$ cat src/include/ccpu_consts.svh
// Register indices, field positions, mode codes and reset values of the capture/compare/PWM unit.
// Behaviour
// - 0000 turns off and resets; 11xx is PWM.
// - Capture codes select falling, rising, 4th, 16th.
// - 1000 drives high, 1001 drives low, flag set.
// - 1010 sets flag only, pin untouched.
// - 1011 sets flag and triggers timer1 reset.
// - Control bits 5:4 are PWM duty LSBs.
// - Capture copies full 16-bit timer1 count.
// - Every capture sets sticky flag bit 2.
// - New capture overwrites unread captured value.
// - Port write on output pin may capture.
// - Prescaler held zero outside capture operation.
// - Prescaler kept when switching capture prescale settings.
// - Compare value against timer1, act on equality.
// - Zero control write forces output latch low.
// - Trigger at match; timer1 resets next tick.
// - Trigger starts conversion only when converter enabled.
// - Match removed before tick cancels timer1 reset.
// - PWM drives 10-bit duty waveform on pin.
// - Period end: clear timer2, set pin, reload duty; a zero duty leaves the pin low.
// - Clear pin when duty equals extended timer2.
// - Duty above period never clears the pin.
// - High value register read-only in PWM.
`ifndef CCPU_CONSTS_SVH
`define CCPU_CONSTS_SVH
`define CCPU_IDX_FLAG 6'h0C
`define CCPU_IDX_VALUE_LOW 6'h15
`define CCPU_IDX_VALUE_HIGH 6'h16
`define CCPU_IDX_MODE_CTRL 6'h17
`define CCPU_MODE_CTRL_RST 6'h00
`define CCPU_VALUE_RST 8'h00
`define CCPU_FLAG_BIT 2
`define CCPU_MODE_CAP_FALL 4'h4
`define CCPU_MODE_CAP_RISE 4'h5
`define CCPU_MODE_CAP_RISE4 4'h6
`define CCPU_MODE_CAP_RISE16 4'h7
`define CCPU_MODE_CMP_SET 4'h8
`define CCPU_MODE_CMP_CLR 4'h9
`define CCPU_MODE_CMP_SOFT 4'hA
`define CCPU_MODE_CMP_SPECIAL 4'hB
`define CCPU_PRESC4_LAST 2'h3
`define CCPU_PRESC16_LAST 4'hF
`define CCPU_RESP_OKAY 2'b00
`define CCPU_RESP_SLVERR 2'b10
`endif

$ cat src/include/ccpu_pkg.sv
// Types and mode decoding shared by the capture/compare/PWM unit.
package ccpu_pkg;
	typedef enum logic [1:0] {CCPU_OFF, CCPU_CAPTURE, CCPU_COMPARE, CCPU_PWM} ccpu_class_t;
	typedef enum logic [2:0] {SEL_NONE, SEL_LOW, SEL_HIGH, SEL_CTRL, SEL_FLAG} ccpu_sel_t;

	// Sorts a mode code into its operating class; unused codes count as off.
	function automatic ccpu_class_t ccpu_class(input logic [3:0] mode);
		ccpu_class_t c;
		c = CCPU_OFF;
		if (mode[3:2] == 2'b11)
		begin
			c = CCPU_PWM;
		end
		else if (mode[3:2] == 2'b10)
		begin
			c = CCPU_COMPARE;
		end
		else if (mode[3:2] == 2'b01)
		begin
			c = CCPU_CAPTURE;
		end
		return c;
	endfunction : ccpu_class
endpackage : ccpu_pkg

$ cat src/core/ccpu_top.sv
// Capture/compare/PWM unit with its AXI4-Lite register slave.
//
// The AXI4-Lite slave port was chosen for this implementation.
`timescale 1ns/100ps
`include "ccpu_consts.svh"
module ccpu_top
	import ccpu_pkg::*;
(
	input wire logic i_ref_clk, // System clock, 100 MHz.
	input wire logic i_rstn, // Asynchronous reset, active low.
	input wire logic [7:0] i_awaddr, // Write address.
	input wire logic i_awvalid, // Write address valid.
	output logic o_awready, // Write address ready.
	input wire logic [31:0] i_wdata, // Write data.
	input wire logic [3:0] i_wstrb, // Write byte strobes.
	input wire logic i_wvalid, // Write data valid.
	output logic o_wready, // Write data ready.
	output logic [1:0] o_bresp, // Write response.
	output logic o_bvalid, // Write response valid.
	input wire logic i_bready, // Write response ready.
	input wire logic [7:0] i_araddr, // Read address.
	input wire logic i_arvalid, // Read address valid.
	output logic o_arready, // Read address ready.
	output logic [31:0] o_rdata, // Read data.
	output logic [1:0] o_rresp, // Read response.
	output logic o_rvalid, // Read data valid.
	input wire logic i_rready, // Read data ready.
	input wire logic i_pin_level, // Level on the shared pin.
	input wire logic [15:0] i_timer1_count_count, // Timer1 count.
	input wire logic i_timer1_count_tick, // Timer1 clock rising edge strobe.
	output logic o_timer1_count_reset, // Request to reset timer1.
	output logic o_special_trig, // Special event trigger pulse.
	input wire logic i_adc_enable, // Converter is enabled.
	output logic o_adc_start, // Start conversion pulse.
	input wire logic [7:0] i_timer2_count_count, // Timer2 count.
	input wire logic [7:0] i_timer2_count_period, // Timer2 period.
	input wire logic i_timer2_count_inc, // Timer2 increment strobe.
	input wire logic [1:0] i_timer2_count_low2, // Extra low timer2 count bits.
	output logic o_timer2_count_clear, // Timer2 clear pulse.
	output logic o_cc_out, // Unit output level for the pin.
	output logic o_cc_drive, // Unit owns the pin data.
	output logic o_event_flag // Sticky event flag level.
);
	logic [7:0] value_low_r;
	logic [7:0] value_high_r;
	logic [5:0] ctrl_r;
	logic flag_r;
	logic cmp_latch_r;
	logic match_d_r;
	logic pend_r;
	logic [7:0] aw_addr_r;
	logic aw_have_r;
	logic [31:0] w_data_r;
	logic [3:0] w_strb_r;
	logic w_have_r;
	logic [3:0] mode;
	ccpu_class_t cls;
	ccpu_sel_t wsel;
	logic wr_go;
	logic wr_ctrl;
	logic cap_hit;
	logic cmp_match;
	logic match_new;
	logic special;
	logic pwm_level;
	logic pwm_load;
	logic [7:0] pwm_duty_high;

	// Maps a byte address onto a register; the index sits four times lower.
	function automatic ccpu_sel_t reg_sel(input logic [7:0] addr);
		ccpu_sel_t s;
		s = SEL_NONE;
		if (addr[1:0] != 2'b00)
			s = SEL_NONE;
		else if (addr[7:2] == `CCPU_IDX_VALUE_LOW)
			s = SEL_LOW;
		else if (addr[7:2] == `CCPU_IDX_VALUE_HIGH)
			s = SEL_HIGH;
		else if (addr[7:2] == `CCPU_IDX_MODE_CTRL)
			s = SEL_CTRL;
		else if (addr[7:2] == `CCPU_IDX_FLAG)
			s = SEL_FLAG;
		return s;
	endfunction : reg_sel

	// Mode decoding and write strobes.
	assign mode = ctrl_r[3:0];
	assign cls = ccpu_class(mode);
	assign wsel = reg_sel(aw_addr_r);
	assign wr_go = aw_have_r && w_have_r && !o_bvalid;
	assign wr_ctrl = wr_go && (wsel == SEL_CTRL) && w_strb_r[0];
	assign special = (mode == `CCPU_MODE_CMP_SPECIAL);

	// Compare runs continuously; only the first cycle of a match counts as an event.
	assign cmp_match = (cls == CCPU_COMPARE) && ({value_high_r, value_low_r} == i_timer1_count_count);
	assign match_new = cmp_match && !match_d_r;

	// Capture path; a pin driven as output still feeds the edge detector.
	ccpu_capture u_capture
	(
		.i_ref_clk(i_ref_clk),
		.i_rstn(i_rstn),
		.i_pin(i_pin_level),
		.i_mode(mode),
		.o_capture(cap_hit)
	);

	// PWM path; the duty is the low value byte over control bits 5:4.
	ccpu_pwm u_pwm
	(
		.i_ref_clk(i_ref_clk),
		.i_rstn(i_rstn),
		.i_enable(cls == CCPU_PWM),
		.i_duty({value_low_r, ctrl_r[5:4]}),
		.i_timer2_count_count(i_timer2_count_count),
		.i_timer2_count_period(i_timer2_count_period),
		.i_timer2_count_inc(i_timer2_count_inc),
		.i_timer2_count_low2(i_timer2_count_low2),
		.o_level(pwm_level),
		.o_timer2_count_clear(o_timer2_count_clear),
		.o_duty_load(pwm_load),
		.o_duty_high(pwm_duty_high)
	);

	// Write address and data are taken in either order and held until the write is done.
	always_ff @(posedge i_ref_clk or negedge i_rstn)
	begin
		if (!i_rstn)
		begin
			o_awready <= 1'b1;
			aw_have_r <= 1'b0;
			aw_addr_r <= 8'h00;
		end
		else if (i_awvalid && o_awready)
		begin
			o_awready <= 1'b0;
			aw_have_r <= 1'b1;
			aw_addr_r <= i_awaddr;
		end
		else if (wr_go)
		begin
			aw_have_r <= 1'b0;
		end
		else if (o_bvalid && i_bready)
		begin
			o_awready <= 1'b1;
		end
	end

	// Write data channel.
	always_ff @(posedge i_ref_clk or negedge i_rstn)
	begin
		if (!i_rstn)
		begin
			o_wready <= 1'b1;
			w_have_r <= 1'b0;
			w_data_r <= 32'h0000_0000;
			w_strb_r <= 4'h0;
		end
		else if (i_wvalid && o_wready)
		begin
			o_wready <= 1'b0;
			w_have_r <= 1'b1;
			w_data_r <= i_wdata;
			w_strb_r <= i_wstrb;
		end
		else if (wr_go)
		begin
			w_have_r <= 1'b0;
		end
		else if (o_bvalid && i_bready)
		begin
			o_wready <= 1'b1;
		end
	end

	// Write response follows the register update.
	always_ff @(posedge i_ref_clk or negedge i_rstn)
	begin
		if (!i_rstn)
		begin
			o_bvalid <= 1'b0;
			o_bresp <= `CCPU_RESP_OKAY;
		end
		else if (wr_go)
		begin
			o_bvalid <= 1'b1;
			o_bresp <= (wsel == SEL_NONE) ? `CCPU_RESP_SLVERR : `CCPU_RESP_OKAY;
		end
		else if (o_bvalid && i_bready)
		begin
			o_bvalid <= 1'b0;
		end
	end

	// Read channel answers one cycle after the address is taken.
	always_ff @(posedge i_ref_clk or negedge i_rstn)
	begin
		if (!i_rstn)
		begin
			o_arready <= 1'b1;
			o_rvalid <= 1'b0;
			o_rdata <= 32'h0000_0000;
			o_rresp <= `CCPU_RESP_OKAY;
		end
		else if (i_arvalid && o_arready)
		begin
			o_arready <= 1'b0;
			o_rvalid <= 1'b1;
			o_rresp <= `CCPU_RESP_OKAY;
			case (reg_sel(i_araddr))
				SEL_LOW: o_rdata <= {24'h00_0000, value_low_r};
				SEL_HIGH: o_rdata <= {24'h00_0000, value_high_r};
				SEL_CTRL: o_rdata <= {26'h000_0000, ctrl_r};
				SEL_FLAG: o_rdata <= {29'h0000_0000, flag_r, 2'b00};
				default:
				begin
					o_rdata <= 32'h0000_0000;
					o_rresp <= `CCPU_RESP_SLVERR;
				end
			endcase
		end
		else if (o_rvalid && i_rready)
		begin
			o_rvalid <= 1'b0;
			o_arready <= 1'b1;
		end
	end

	// Mode and duty low bits; bits 7:6 do not exist and read as zero.
	always_ff @(posedge i_ref_clk or negedge i_rstn)
	begin
		if (!i_rstn)
			ctrl_r <= `CCPU_MODE_CTRL_RST;
		else if (wr_ctrl)
			ctrl_r <= w_data_r[5:0];
	end

	// Low value byte: a capture wins over a software write in the same cycle.
	always_ff @(posedge i_ref_clk or negedge i_rstn)
	begin
		if (!i_rstn)
			value_low_r <= `CCPU_VALUE_RST;
		else if (cap_hit)
			value_low_r <= i_timer1_count_count[7:0];
		else if (wr_go && (wsel == SEL_LOW) && w_strb_r[0])
			value_low_r <= w_data_r[7:0];
	end

	// High value byte: software may not write it while PWM owns it.
	always_ff @(posedge i_ref_clk or negedge i_rstn)
	begin
		if (!i_rstn)
			value_high_r <= `CCPU_VALUE_RST;
		else if (cap_hit)
			value_high_r <= i_timer1_count_count[15:8];
		else if (pwm_load)
			value_high_r <= pwm_duty_high;
		else if (wr_go && (wsel == SEL_HIGH) && w_strb_r[0] && (cls != CCPU_PWM))
			value_high_r <= w_data_r[7:0];
	end

	// Sticky event flag; a new event in the clearing cycle keeps it set.
	always_ff @(posedge i_ref_clk or negedge i_rstn)
	begin
		if (!i_rstn)
			flag_r <= 1'b0;
		else if (cap_hit || match_new)
			flag_r <= 1'b1;
		else if (wr_go && (wsel == SEL_FLAG) && w_strb_r[0] && w_data_r[`CCPU_FLAG_BIT])
			flag_r <= 1'b0;
	end

	// Match history for event detection.
	always_ff @(posedge i_ref_clk or negedge i_rstn)
	begin
		if (!i_rstn)
			match_d_r <= 1'b0;
		else
			match_d_r <= cmp_match;
	end

	// Compare output latch, separate from the port data latch.
	always_ff @(posedge i_ref_clk or negedge i_rstn)
	begin
		if (!i_rstn)
			cmp_latch_r <= 1'b0;
		else if (wr_ctrl && (w_data_r[5:0] == 6'h00))
			cmp_latch_r <= 1'b0;
		else if (cls == CCPU_OFF)
			cmp_latch_r <= 1'b0;
		else if (match_new && (mode == `CCPU_MODE_CMP_SET))
			cmp_latch_r <= 1'b1;
		else if (match_new && (mode == `CCPU_MODE_CMP_CLR))
			cmp_latch_r <= 1'b0;
	end

	// Special event: trigger at once, timer1 reset held for its next clock edge.
	always_ff @(posedge i_ref_clk or negedge i_rstn)
	begin
		if (!i_rstn)
			pend_r <= 1'b0;
		else if (!special || !cmp_match)
			pend_r <= 1'b0;
		else if (match_new)
			pend_r <= 1'b1;
		else if (i_timer1_count_tick)
			pend_r <= 1'b0;
	end

	// Trigger strobes to timer1 and the converter.
	always_ff @(posedge i_ref_clk or negedge i_rstn)
	begin
		if (!i_rstn)
		begin
			o_special_trig <= 1'b0;
			o_adc_start <= 1'b0;
			o_timer1_count_reset <= 1'b0;
		end
		else
		begin
			o_special_trig <= special && match_new;
			o_adc_start <= special && match_new && i_adc_enable;
			o_timer1_count_reset <= special && cmp_match && (match_new || (pend_r && !i_timer1_count_tick));
		end
	end

	// Pin data and ownership; the soft-interrupt and capture modes leave the pin alone.
	always_ff @(posedge i_ref_clk or negedge i_rstn)
	begin
		if (!i_rstn)
		begin
			o_cc_out <= 1'b0;
			o_cc_drive <= 1'b0;
		end
		else
		begin
			o_cc_out <= (cls == CCPU_PWM) ? pwm_level : cmp_latch_r;
			o_cc_drive <= (cls == CCPU_PWM) || (mode == `CCPU_MODE_CMP_SET)
				|| (mode == `CCPU_MODE_CMP_CLR);
		end
	end

	// Flag level toward the interrupt logic.
	always_ff @(posedge i_ref_clk or negedge i_rstn)
	begin
		if (!i_rstn)
			o_event_flag <= 1'b0;
		else
			o_event_flag <= flag_r;
	end
endmodule : ccpu_top

$ cat src/core/ccpu_capture.sv
// Capture edge detector and event prescaler.
`timescale 1ns/100ps
`include "ccpu_consts.svh"
module ccpu_capture
	import ccpu_pkg::*;
(
	input wire logic i_ref_clk, // System clock.
	input wire logic i_rstn, // Asynchronous reset, active low.
	input wire logic i_pin, // Level seen on the shared pin.
	input wire logic [3:0] i_mode, // Mode select field.
	output logic o_capture // One-cycle capture pulse.
);
	logic pin_d_r;
	logic [3:0] presc_r;
	logic rise;
	logic fall;
	logic hit;

	// Edges are found against the previous sample of the pin.
	assign rise = i_pin & ~pin_d_r;
	assign fall = ~i_pin & pin_d_r;

	// Pin history.
	always_ff @(posedge i_ref_clk or negedge i_rstn)
	begin
		if (!i_rstn)
			pin_d_r <= 1'b0;
		else
			pin_d_r <= i_pin;
	end

	// The prescaler is kept across capture settings but held at zero elsewhere.
	always_ff @(posedge i_ref_clk or negedge i_rstn)
	begin
		if (!i_rstn)
			presc_r <= 4'h0;
		else if (ccpu_class(i_mode) != CCPU_CAPTURE)
			presc_r <= 4'h0;
		else if (rise)
			presc_r <= presc_r + 4'h1;
	end

	// Selects the event that makes a capture.
	always_comb
	begin
		case (i_mode)
			`CCPU_MODE_CAP_FALL: hit = fall;
			`CCPU_MODE_CAP_RISE: hit = rise;
			`CCPU_MODE_CAP_RISE4: hit = rise && (presc_r[1:0] == `CCPU_PRESC4_LAST);
			`CCPU_MODE_CAP_RISE16: hit = rise && (presc_r == `CCPU_PRESC16_LAST);
			default: hit = 1'b0;
		endcase
	end

	// Registered capture pulse.
	always_ff @(posedge i_ref_clk or negedge i_rstn)
	begin
		if (!i_rstn)
			o_capture <= 1'b0;
		else
			o_capture <= hit;
	end
endmodule : ccpu_capture

$ cat src/core/ccpu_pwm.sv
// PWM waveform generator with double-buffered 10-bit duty.
`timescale 1ns/100ps
`include "ccpu_consts.svh"
module ccpu_pwm
	import ccpu_pkg::*;
(
	input wire logic i_ref_clk, // System clock.
	input wire logic i_rstn, // Asynchronous reset, active low.
	input wire logic i_enable, // Unit is in PWM operation.
	input wire logic [9:0] i_duty, // First-stage duty value.
	input wire logic [7:0] i_timer2_count_count, // Timer2 count.
	input wire logic [7:0] i_timer2_count_period, // Timer2 period.
	input wire logic i_timer2_count_inc, // Timer2 increment strobe.
	input wire logic [1:0] i_timer2_count_low2, // Quarter-cycle or prescaler bits.
	output logic o_level, // PWM output latch.
	output logic o_timer2_count_clear, // Timer2 clear pulse.
	output logic o_duty_load, // Second stage reloaded.
	output logic [7:0] o_duty_high // Upper duty byte of second stage.
);
	logic [9:0] duty_buf_r;
	logic period_end;

	assign period_end = i_timer2_count_inc && (i_timer2_count_count == i_timer2_count_period);
	assign o_duty_high = duty_buf_r[9:2];

	// Waveform and second-stage duty; a duty beyond the period never matches.
	always_ff @(posedge i_ref_clk or negedge i_rstn)
	begin
		if (!i_rstn)
		begin
			o_level <= 1'b0;
			duty_buf_r <= 10'h000;
		end
		else if (!i_enable)
		begin
			o_level <= 1'b0;
			duty_buf_r <= 10'h000;
		end
		else if (period_end)
		begin
			o_level <= (i_duty != 10'h000);
			duty_buf_r <= i_duty;
		end
		else if ({i_timer2_count_count, i_timer2_count_low2} == duty_buf_r)
		begin
			o_level <= 1'b0;
		end
	end

	// Strobes for timer2 and the high value register.
	always_ff @(posedge i_ref_clk or negedge i_rstn)
	begin
		if (!i_rstn)
		begin
			o_timer2_count_clear <= 1'b0;
			o_duty_load <= 1'b0;
		end
		else
		begin
			o_timer2_count_clear <= i_enable && period_end;
			o_duty_load <= i_enable && period_end;
		end
	end
endmodule : ccpu_pwm

$ cat config.mk
export PLATFORM = sky130hd
export DESIGN_NAME = ccpu_top
export DESIGN_NICKNAME = d
export VERILOG_FILES = /design/src/include/ccpu_pkg.sv /design/src/core/ccpu_top.sv /design/src/core/ccpu_capture.sv /design/src/core/ccpu_pwm.sv
export VERILOG_INCLUDE_DIRS = /design/src /design/src/include
export SDC_FILE = /design/constraint.sdc
export NUM_CORES = 1
export LEC_CHECK = 0
export BUFFER_PORTS_ARGS = -buffer_cell sky130_fd_sc_hd__buf_4
export CORE_MARGIN = 2
export CORE_UTILIZATION = 55
export DETAILED_ROUTE_END_ITERATION = 8
export PLACE_DENSITY = 0.86
export SLEW_MARGIN = 20
export SYNTH_ARGS = -nofsm -noshare
export SYNTH_HDL_FRONTEND = slang
export SYNTH_SLANG_ARGS = --single-unit
$ cat constraint.sdc
create_clock -name i_ref_clk -period 3.3 [get_ports i_ref_clk]
set_clock_uncertainty 0.05 [all_clocks]
set_input_delay 0 -clock i_ref_clk [delete_from_list [all_inputs] [get_ports i_ref_clk]]
set_output_delay 0 -clock i_ref_clk [all_outputs]
set_load 0.02 [all_outputs]
# [Word level (Yosys, flattened, before mapping)]
# Cells that the tools add are included.
[classes] muxes=53 n_reduce_logical=62 n_eq_ne=39 bitwise=4 n_addsub=1
[op_table] cell="2-to-1 mux 8 bit" count=5
[op_table] cell="== test 6 x 5 -> 1 bit, second input constant" count=6
[op_table] cell="2-to-1 mux 3 bit" count=11
[op_table] cell="one-hot mux 8 bit (4 select lines)" count=1
[op_table] cell="logical AND 1 bit" count=31
[op_table] cell="2-to-1 mux 1 bit" count=27
[op_table] cell="nonzero test 2 bit" count=11
[op_table] cell="2-to-1 mux 10 bit" count=2
[op_table] cell="== test 16 bit" count=1
[op_table] cell="== test 4 x 3 -> 1 bit, second input constant" count=4
[op_table] cell="== test 4 bit, second input constant" count=4
[op_table] cell="== test 3 x 2 -> 1 bit, second input constant" count=4
[op_table] cell="== test 6 x 4 -> 1 bit, second input constant" count=2
[op_table] cell="== test 10 bit" count=1
[op_table] cell="== test 2 bit, second input constant" count=5
[op_table] cell="nonzero test 10 bit" count=1
[op_table] cell="== test 8 bit" count=1
[op_table] cell="2-to-1 mux 2 bit" count=4
[op_table] cell="2-to-1 mux 4 bit" count=2
[op_table] cell="== test 3 x 1 -> 1 bit, second input constant" count=2
[op_table] cell="== test 3 bit, second input constant" count=2
[op_table] cell="logical NOT 6 bit" count=1
[op_table] cell="inequality test 2 x 1 -> 1 bit, second input constant" count=3
[op_table] cell="nonzero test 3 bit" count=2
[op_table] cell="other kinds (14)" count=26
[word_totals] reg_bits=110 out_inout_bits=48 wordCells=191 inputBits=97

# [Longest topological paths before layout]
# Gate-level depths: netlist of run 1.
[logic_depth] word_depth=13 mapped_depth=7 mapped_depth_nobuf=6

# [Hierarchy]
# A second synthesis of run 1 with hierarchy kept.
[unflattened] cells_unflattened=436 area_unflattened_um2=4655.7
[modules_own_cells] mod="ccpu_top" area_each_um2=3415.8 seq_area_each_um2=1655.3 instances=1 cells_each=312
[modules_own_cells] mod="ccpu_pwm" area_each_um2=945.9 seq_area_each_um2=300.3 instances=1 cells_each=97
[modules_own_cells] mod="ccpu_capture" area_each_um2=294.0 seq_area_each_um2=150.1 instances=1 cells_each=27

# [Least setup slack after synthesis of run 1]
# Ideal clock, no wire load.
[synth_timing] path_kind="register -> register" startpoint="register aw_addr_r[7]" endpoint="register value_high_r[0]" n_path_buf=1 path_stages_with_launch=6 setup_time_ps=127 setup_slack_ps=1213 period_less_slack_ps=2087 t_arrival_ps=1910 required_ps=3123 path_cell_list="dfrtp_1 -> or4b_4 -> nor4_4 -> a311o_1 -> buf_4 -> mux2_1"
[synth_via] elab_chain_len=11 elab_cells_between_ends=14 cone_classes="5 x eq/ne; 5 x mux; 4 x reduce/logical"
[synth_rtl] item="start, declared" line="ccpu_top.sv:51" text="logic [7:0] aw_addr_r;"
[synth_rtl] item="start signal, assigned" line="ccpu_top.sv:138" text="aw_addr_r <= i_awaddr;"
[synth_rtl] item="== test 6 x 4 -> 1 bit (no line)"
[synth_rtl] item="2-to-1 mux 3 bit" line="ccpu_top.sv:81" text="else if (addr[7:2] == `CCPU_IDX_FLAG)"
[synth_rtl] item="2-to-1 mux 3 bit" line="ccpu_top.sv:79" text="else if (addr[7:2] == `CCPU_IDX_MODE_CTRL)"
[synth_rtl] item="2-to-1 mux 3 bit" line="ccpu_top.sv:77" text="else if (addr[7:2] == `CCPU_IDX_VALUE_HIGH)"
[synth_rtl] item="2-to-1 mux 3 bit *" line="ccpu_top.sv:75" text="else if (addr[7:2] == `CCPU_IDX_VALUE_LOW)"
[synth_rtl] item="2-to-1 mux 3 bit *" line="ccpu_top.sv:73" text="if (addr[1:0] != 2'b00)"
[synth_rtl] item="== test 3 x 2 -> 1 bit *" line="ccpu_top.sv:259" text="else if (wr_go && (wsel == SEL_HIGH) && w_strb_r[0] && (cls != CCPU_PWM))"
[synth_rtl] item="logical AND 1 bit * (3 in a row)" line="ccpu_top.sv:259"
[synth_rtl] item="nonzero test 3 bit (no line) *"
[synth_rtl] item="end signal, assigned" line="ccpu_top.sv:256" text="value_high_r <= i_timer1_count_count[15:8];"
[synth_rtl] item="end signal, assigned" line="ccpu_top.sv:258" text="value_high_r <= pwm_duty_high;"
[synth_rtl] item="end signal, assigned" line="ccpu_top.sv:260" text="value_high_r <= w_data_r[7:0];"
[synth_rtl] item="end, declared" line="ccpu_top.sv:45" text="logic [7:0] value_high_r;"
# Every way passes the cells marked *; elsewhere a longest branch is shown, timed or not.
# A chain may end at the register's enable or synchronous reset.

# [Final worst setup path of run 1]
[layout_timing] startpoint="register o_arready" endpoint="register o_rresp[1]"
[layout_via] elab_chain_len=1
[layout_rtl] item="start, declared" line="ccpu_top.sv:23" text="output logic o_arready,"
[layout_rtl] item="start signal, assigned" line="ccpu_top.sv:201" text="o_arready <= 1'b1;"
[layout_rtl] item="start signal, assigned" line="ccpu_top.sv:208" text="o_arready <= 1'b0;"
[layout_rtl] item="start signal, assigned" line="ccpu_top.sv:226" text="o_arready <= 1'b1;"
[layout_rtl] item="logical AND 1 bit" line="ccpu_top.sv:206" text="else if (i_arvalid && o_arready)"
[layout_rtl] item="end signal, assigned" line="ccpu_top.sv:204" text="o_rresp <= `CCPU_RESP_OKAY;"
[layout_rtl] item="end signal, assigned" line="ccpu_top.sv:210" text="o_rresp <= `CCPU_RESP_OKAY;"
[layout_rtl] item="end signal, assigned" line="ccpu_top.sv:219" text="o_rresp <= `CCPU_RESP_SLVERR;"
[layout_rtl] item="end, declared" line="ccpu_top.sv:25" text="output logic [1:0] o_rresp,"
# Every way passes these cells.

==> metrics.txt, run 1 <==
Pleak=0.00265 µW; initial DRC count=270; relative contribution of sequential cells to total power=0.497; Non-Filler Instances=651; final count of hold timing violations=0; clock network fraction of design power=0.268; TritonCTS buffer count=9; Yosys warnings=0; Longest Clk Path Bufs=2; slowest CP cell=dlygate4sd3_1; max-cap viol count=0; RSZ-0062 raised after global routing=no; initial antenna violation count=0; Post-Syn Area=4320 µm²; fin crit share=0.760; Post-synth top flop=dfrtp_1; TNS Setup=0 ps; dpl cells=583; Cells after Synth=401; Setup Fix Bufs, Post-CTS=0; min Tclk post-route=2510 ps; post-route ant nets=0; top cell type's share of synthesized area=0.469; Synth-to-Final Area Change=32.6%; first-pass GRT wire length=17.5 mm; Antenna Cells=0; die height=92.7 µm; Crit path top cell by count=dlygate4sd3_1; Routed wire per std cell=16.5 µm; Final Setup Violations=0; Core Area=7690 µm²; Synth area leaders=dfrtp_1 47%, mux2i_1 6.9%, mux2_2 6.5%; vias in the first global route=3700; drt drc=0; I/O pin cnt=145; pins over their slew limit=0; sw power=858 µW; max frequency=399 MHz; cell-internal power=1920 µW; Arr. time, crit path=2700 ps; Worst Path Max Fanout=10; total wire length=10.8 mm; routed vias/inst=5.48; WHS Path Cells=3; DIE WIDTH=92.7 µm; Setup Crit Path Kind=reg2reg; FF-to-FF path depth=5; largest net degree at the start of global routing=85; clk sinks=84; Pwr Density=484 nW/µm²; H-tree depth=3; Crit path depth=5; Initial Util=0.562; Yosys reg bits=84; IO buf count=91; crit path capture type=flop; Die ar.=8580 µm²; Hold Crit Class=in2reg; Max transition margin=0.476; worst slew pin tran=784 ps; Net Sw Frac=0.309; Worst VDD drop=444 µV; synthesized area per cell=10.8 µm²; CTS clock-pin slew for the worst setup and hold paths=80 ps; fin nets=642; Worst Path Required=3490 ps; dominant cell type by area after synthesis=dfrtp_1; Worst setup SP type=flop; layout cells sized above 1=0.259; CTS tree=yes; number of synthesized flops with an enable pin=0; row count=32; worst-skew pair later-pin latency=360 ps; status=finished clean; Buffers & Inverters on Critical Path=2; post-synth cell types=49; GRT Total Usage=0.262; final weighted congestion in routability-driven placement=0.867; CP Cell Sequence=nand2_1 -> nor4_1 -> dlygate4sd3_1 -> a21oi_1 -> dlygate4sd3_1; cell family with most CP delay=buffers and inverters; global route overflow=0; HPWL Detailed=7.02 mm; routed vias=3567; Seq/Total Area, Yosys=0.487; asr flop ratio synth=1.00; Comb pwr share=0.236; DR pass1 iterations=5; clock root cell=clkbuf_8; slowest stage delay, CP=620 ps
area by class of cell:
type                       instances  area (µm²)
fill                             521        1950
sequential                        84        2110
multi-input combinational        288        2020
tap                              102         128
inverter                          16        60.1
timing repair buffer             145        1220
clock buffer                      11         141
clock inverter                     5        61.3
layout by cell type (no fill, tap or decap), drive strengths merged, types with 20 or more instances in the layout:
master / n
nand2: 37
o21ai: 30
dfrtp: 81
mux2i: 30
dlygate4sd3: 52
mux2: 32
nor2: 20
conb: 26
buf: 93
cell usage after synthesis, drive strengths merged, types with 2 or more instances:
cell    instances
a211oi          2
a21oi           8
a22o           15
a22oi           2
a31oi           2
buf            30
clkbuf          8
dfrtp          81
dfstp           3
inv            16
mux2           32
mux2i          30
nand2          37
nand2b          5
nand3           5
nand4           5
nor2           20
nor2b           4
nor3            4
nor4            8
nor4b           2
o21ai          30
o22ai           3
or4             3
xnor2          16
xor2           15
state kept, by name, summed over array words and instances, names as in the netlist, 4 cells and up:
name,cells
value_high_r,8
value_low_r,8
w_data_r,8
o_rdata,8
u_pwm.duty_buf_r,10
u_capture.presc_r,4
ctrl_r,6
aw_addr_r,8
power by group through the flow:
stage	Combinational [µW]	Sequential [µW]	Clock (µW)
finish	655	1380	743
global route	720	1400	794
CTS	646	1370	752
detailed placement	582	1390	0
global placement	558	1370	0
floorplan	391	1350	0
metal layers:
metal,up-vias,global-route usage,wire length [µm]
met4,0,0.0809,214
met3,26,0.0578,871
met5,-,0,0
met2,185,0.453,5460
met1,1710,0.331,4210
li1,1646,-,-
per-stage QoR:
step	total power, µW	util	setup slack (ps)	area, µm²	hold slack, ps
after CTS	2770	0.745	765	5720	1.42
after global routing	2920	0.746	661	5730	20.9
after floorplan	1740	-	1210	4420	-346
after global placement	1930	0.651	947	5000	74.6
after detailed placement	1970	0.651	913	5000	75.6
final	2780	0.746	791	5730	10.1
worst min-delay path, stage by stage:
cell and delay (ps):
buf_4 90, o32ai_1 80, a22o_1 200
cells by family after synthesis:
logic type | count (synthesis) | share of synthesized area
flip-flops | 84 | 0.487
adder cells (fa/ha/maj) | 1 | 0.00289
other | 1 | 0.000867
buffers and inverters | 54 | 0.0709
multiplexers | 62 | 0.153
AO/OA/AOI/OAI | 70 | 0.104
XOR/XNOR | 31 | 0.0628
AND/OR/NAND/NOR | 98 | 0.118
final timing paths:
path,start,to,slack [ps]
min in group asynchronous,i_rstn,w_data_r[7]$_DFFE_PN0P_,190
setup / recovery,o_arready$_DFFE_PN1P_,o_rresp[1]$_DFFE_PN0P_,790
hold / removal,i_araddr[6],o_rdata[2]$_DFFE_PN0P_,10
setup reg to reg,o_arready$_DFFE_PN1P_,o_rresp[1]$_DFFE_PN0P_,790
hold reg to reg,flag_r$_DFFE_PN0P_,o_event_flag$_DFF_PN0_,370
max in group asynchronous,i_rstn,value_low_r[0]$_DFFE_PN0P_,2500
timing repair:
item | CTS | global route
endpoints found under the hold margin | 130 | 0
hold buffers | 52 | 0
gates resized for setup | 0 | 0
setup endpoints to repair | 0 | 0
Note: power is estimated with default switching activity, not from simulation.
==> run 2, diff against run 1 <==
Settings changed: CORE_UTILIZATION 55 to 46, PLACE_DENSITY 0.86 to 0.77.
Clock period 3.3 ns to 2 ns, I/O delays scaled along.
==> run 2 against run 1 <==
Global-route usage shrank 3.3 points. Largest power group unchanged. Critical endpoint is now value_high_r[4]$_DFFE_PN0P_. Count of clock-buffer cells in the layout increased by 1. The run now ends with setup timing left. Utilization is 10 points lower. Critical path type unchanged.
==> metrics.txt, run 2 (synthesis results as in run 1) <==
worst setup margin=-22.4 ps; fin nets=665; Setup Crit Path Kind=reg2reg; Worst Path Max Fanout=7; row count=35; max frequency=494 MHz; slowest stage delay, CP=560 ps; total wire length=11.2 mm; Worst setup SP type=flop; initial antenna violation count=0; fin crit share=1.01; Buffers & Inverters on Critical Path=1; gr busiest metal=met2; worst slew pin tran=513 ps; Final Cell Area=5940 µm²; worst-skew pair later-pin latency=350 ps; Worst VDD drop=623 µV; met2 GRT Util=0.394; global route overflow=0; placed cell area=5180 µm²; slowest CP cell=or4b_4; initial DRC count=177; Routed wire per std cell=16.4 µm; I/O pin cnt=145; met3 Use GR=0.0527; routed vias=3565; routed vias/inst=5.22; Die ar.=10200 µm²; failing checks=setup timing; vias in the first global route=3748; HPWL Detailed=7.91 mm; die height=101 µm; Synth-to-Final Area Change=37.5%; clock root cell=clkbuf_8; FF-to-FF setup slack=-20 ps; Initial Util=0.470; worst hold slack=17.2 ps; IO buf count=91; DR pass1 iterations=4; grt met1 use=0.279; cell family with most CP delay=simple AND/OR/NAND/NOR gates; Worst Path Required=2180 ps; Final Setup Violations=5; Setup Slack @ Placement=-23.0 ps; CTS tree=yes; Antenna Cells=0; Pleak=0.00275 µW; H-tree depth=3; most common cell after layout, fill and taps aside=buf_4; min Tclk post-route=2020 ps; commonest cells after routing, fill and taps aside=113 x buf_4, 81 x dfrtp_1, 51 x dlygate4sd3_1; layout cells sized above 1=0.297; GRT Total Usage=0.230; post-route ant nets=0; Biggest register=u_pwm.duty_buf_r; Pwr Density=769 nW/µm²; Max transition margin=0.657; status=finished, violations left; crit path capture type=flop; CTS clock-pin slew for the worst setup and hold paths=80 ps; pins over their slew limit=0; CP Cell Sequence=or4b_4 -> nor4_4 -> a311o_1 -> buf_6 -> mux2_1; max reg flops=10; max-cap viol count=0; Core Area=9200 µm²; largest net degree at the start of global routing=62; Longest Clk Path Bufs=2; first-pass GRT wire length=18.0 mm; final count of hold timing violations=0; DIE WIDTH=101 µm; RSZ-0062 raised after global routing=yes; drt drc=0; TritonCTS buffer count=9; Hold Crit Class=in2reg; final weighted congestion in routability-driven placement=0.912; clk sinks=84; Arr. time, crit path=2210 ps
==> run 2: per-layer routing <==
metal  vias to the layer above  wire [µm]
met1                      1731       4550
met4                         0        198
met5                         -          0
met2                       128       5860
li1                       1688          -
met3                        18        618
==> run 2: cell type report <==
class / instances / area, µm²
timing repair buffer: 168 / 1410
fill: 690 / 3250
sequential: 84 / 2110
multi-input combinational: 288 / 2040
inverter: 16 / 60.1
clock inverter: 4 / 50.0
clock buffer: 12 / 135
tap: 111 / 139
==> run 2: where the power goes <==
part,internal [µW],switching (µW)
logic,608,533
clock network,577,583
registers,1970,297
==> run 2: worst paths after layout <==
path | from | end | cells past startpoint
min in group asynchronous | i_rstn | w_data_r[7]$_DFFE_PN0P_ | 2
worst min-delay path | i_araddr[1] | o_rresp[1]$_DFFE_PN0P_ | 4
worst max register to register | aw_addr_r[7]$_DFFE_PN0P_ | value_high_r[4]$_DFFE_PN0P_ | 5
max in group asynchronous | i_rstn | o_arready$_DFFE_PN1P_ | 3
worst min register to register | flag_r$_DFFE_PN0P_ | o_event_flag$_DFF_PN0_ | 0
worst max-delay path | aw_addr_r[7]$_DFFE_PN0P_ | value_high_r[4]$_DFFE_PN0P_ | 5
==> run 2: tightest hold or removal path: stages <==
cell and delay (ps):
buf_4 70, nor4_1 50, buf_4 130, a21oi_1 120
==> run 2: through the flow <==
| stage | power [µW] | setup TNS (ps) | utilization | std cells |
|---|---|---|---|---|
| 2_1_floorplan | 2880 | 0 | - | 426 |
| 3_3_place_gp | 3250 | 0 | 0.564 | 613 |
| 5_1_grt | 4830 | -623 | 0.646 | 683 |
| 6_report | 4570 | -67.9 | 0.646 | 683 |
| 3_5_place_dp | 3330 | -89.0 | 0.564 | 613 |
| 4_1_cts | 4570 | -153 | 0.640 | 680 |
==> run 2: what timing repair did <==
item | in CTS | in global routing
setup endpoints to repair | 5 | 12
gates resized for setup | 1 | 8
cloned | 0 | 0
endpoints found under the hold margin | 130 | 0
buffers inserted | 0 | 3
hold buffers | 51 | 0
pin swaps | 0 | 9
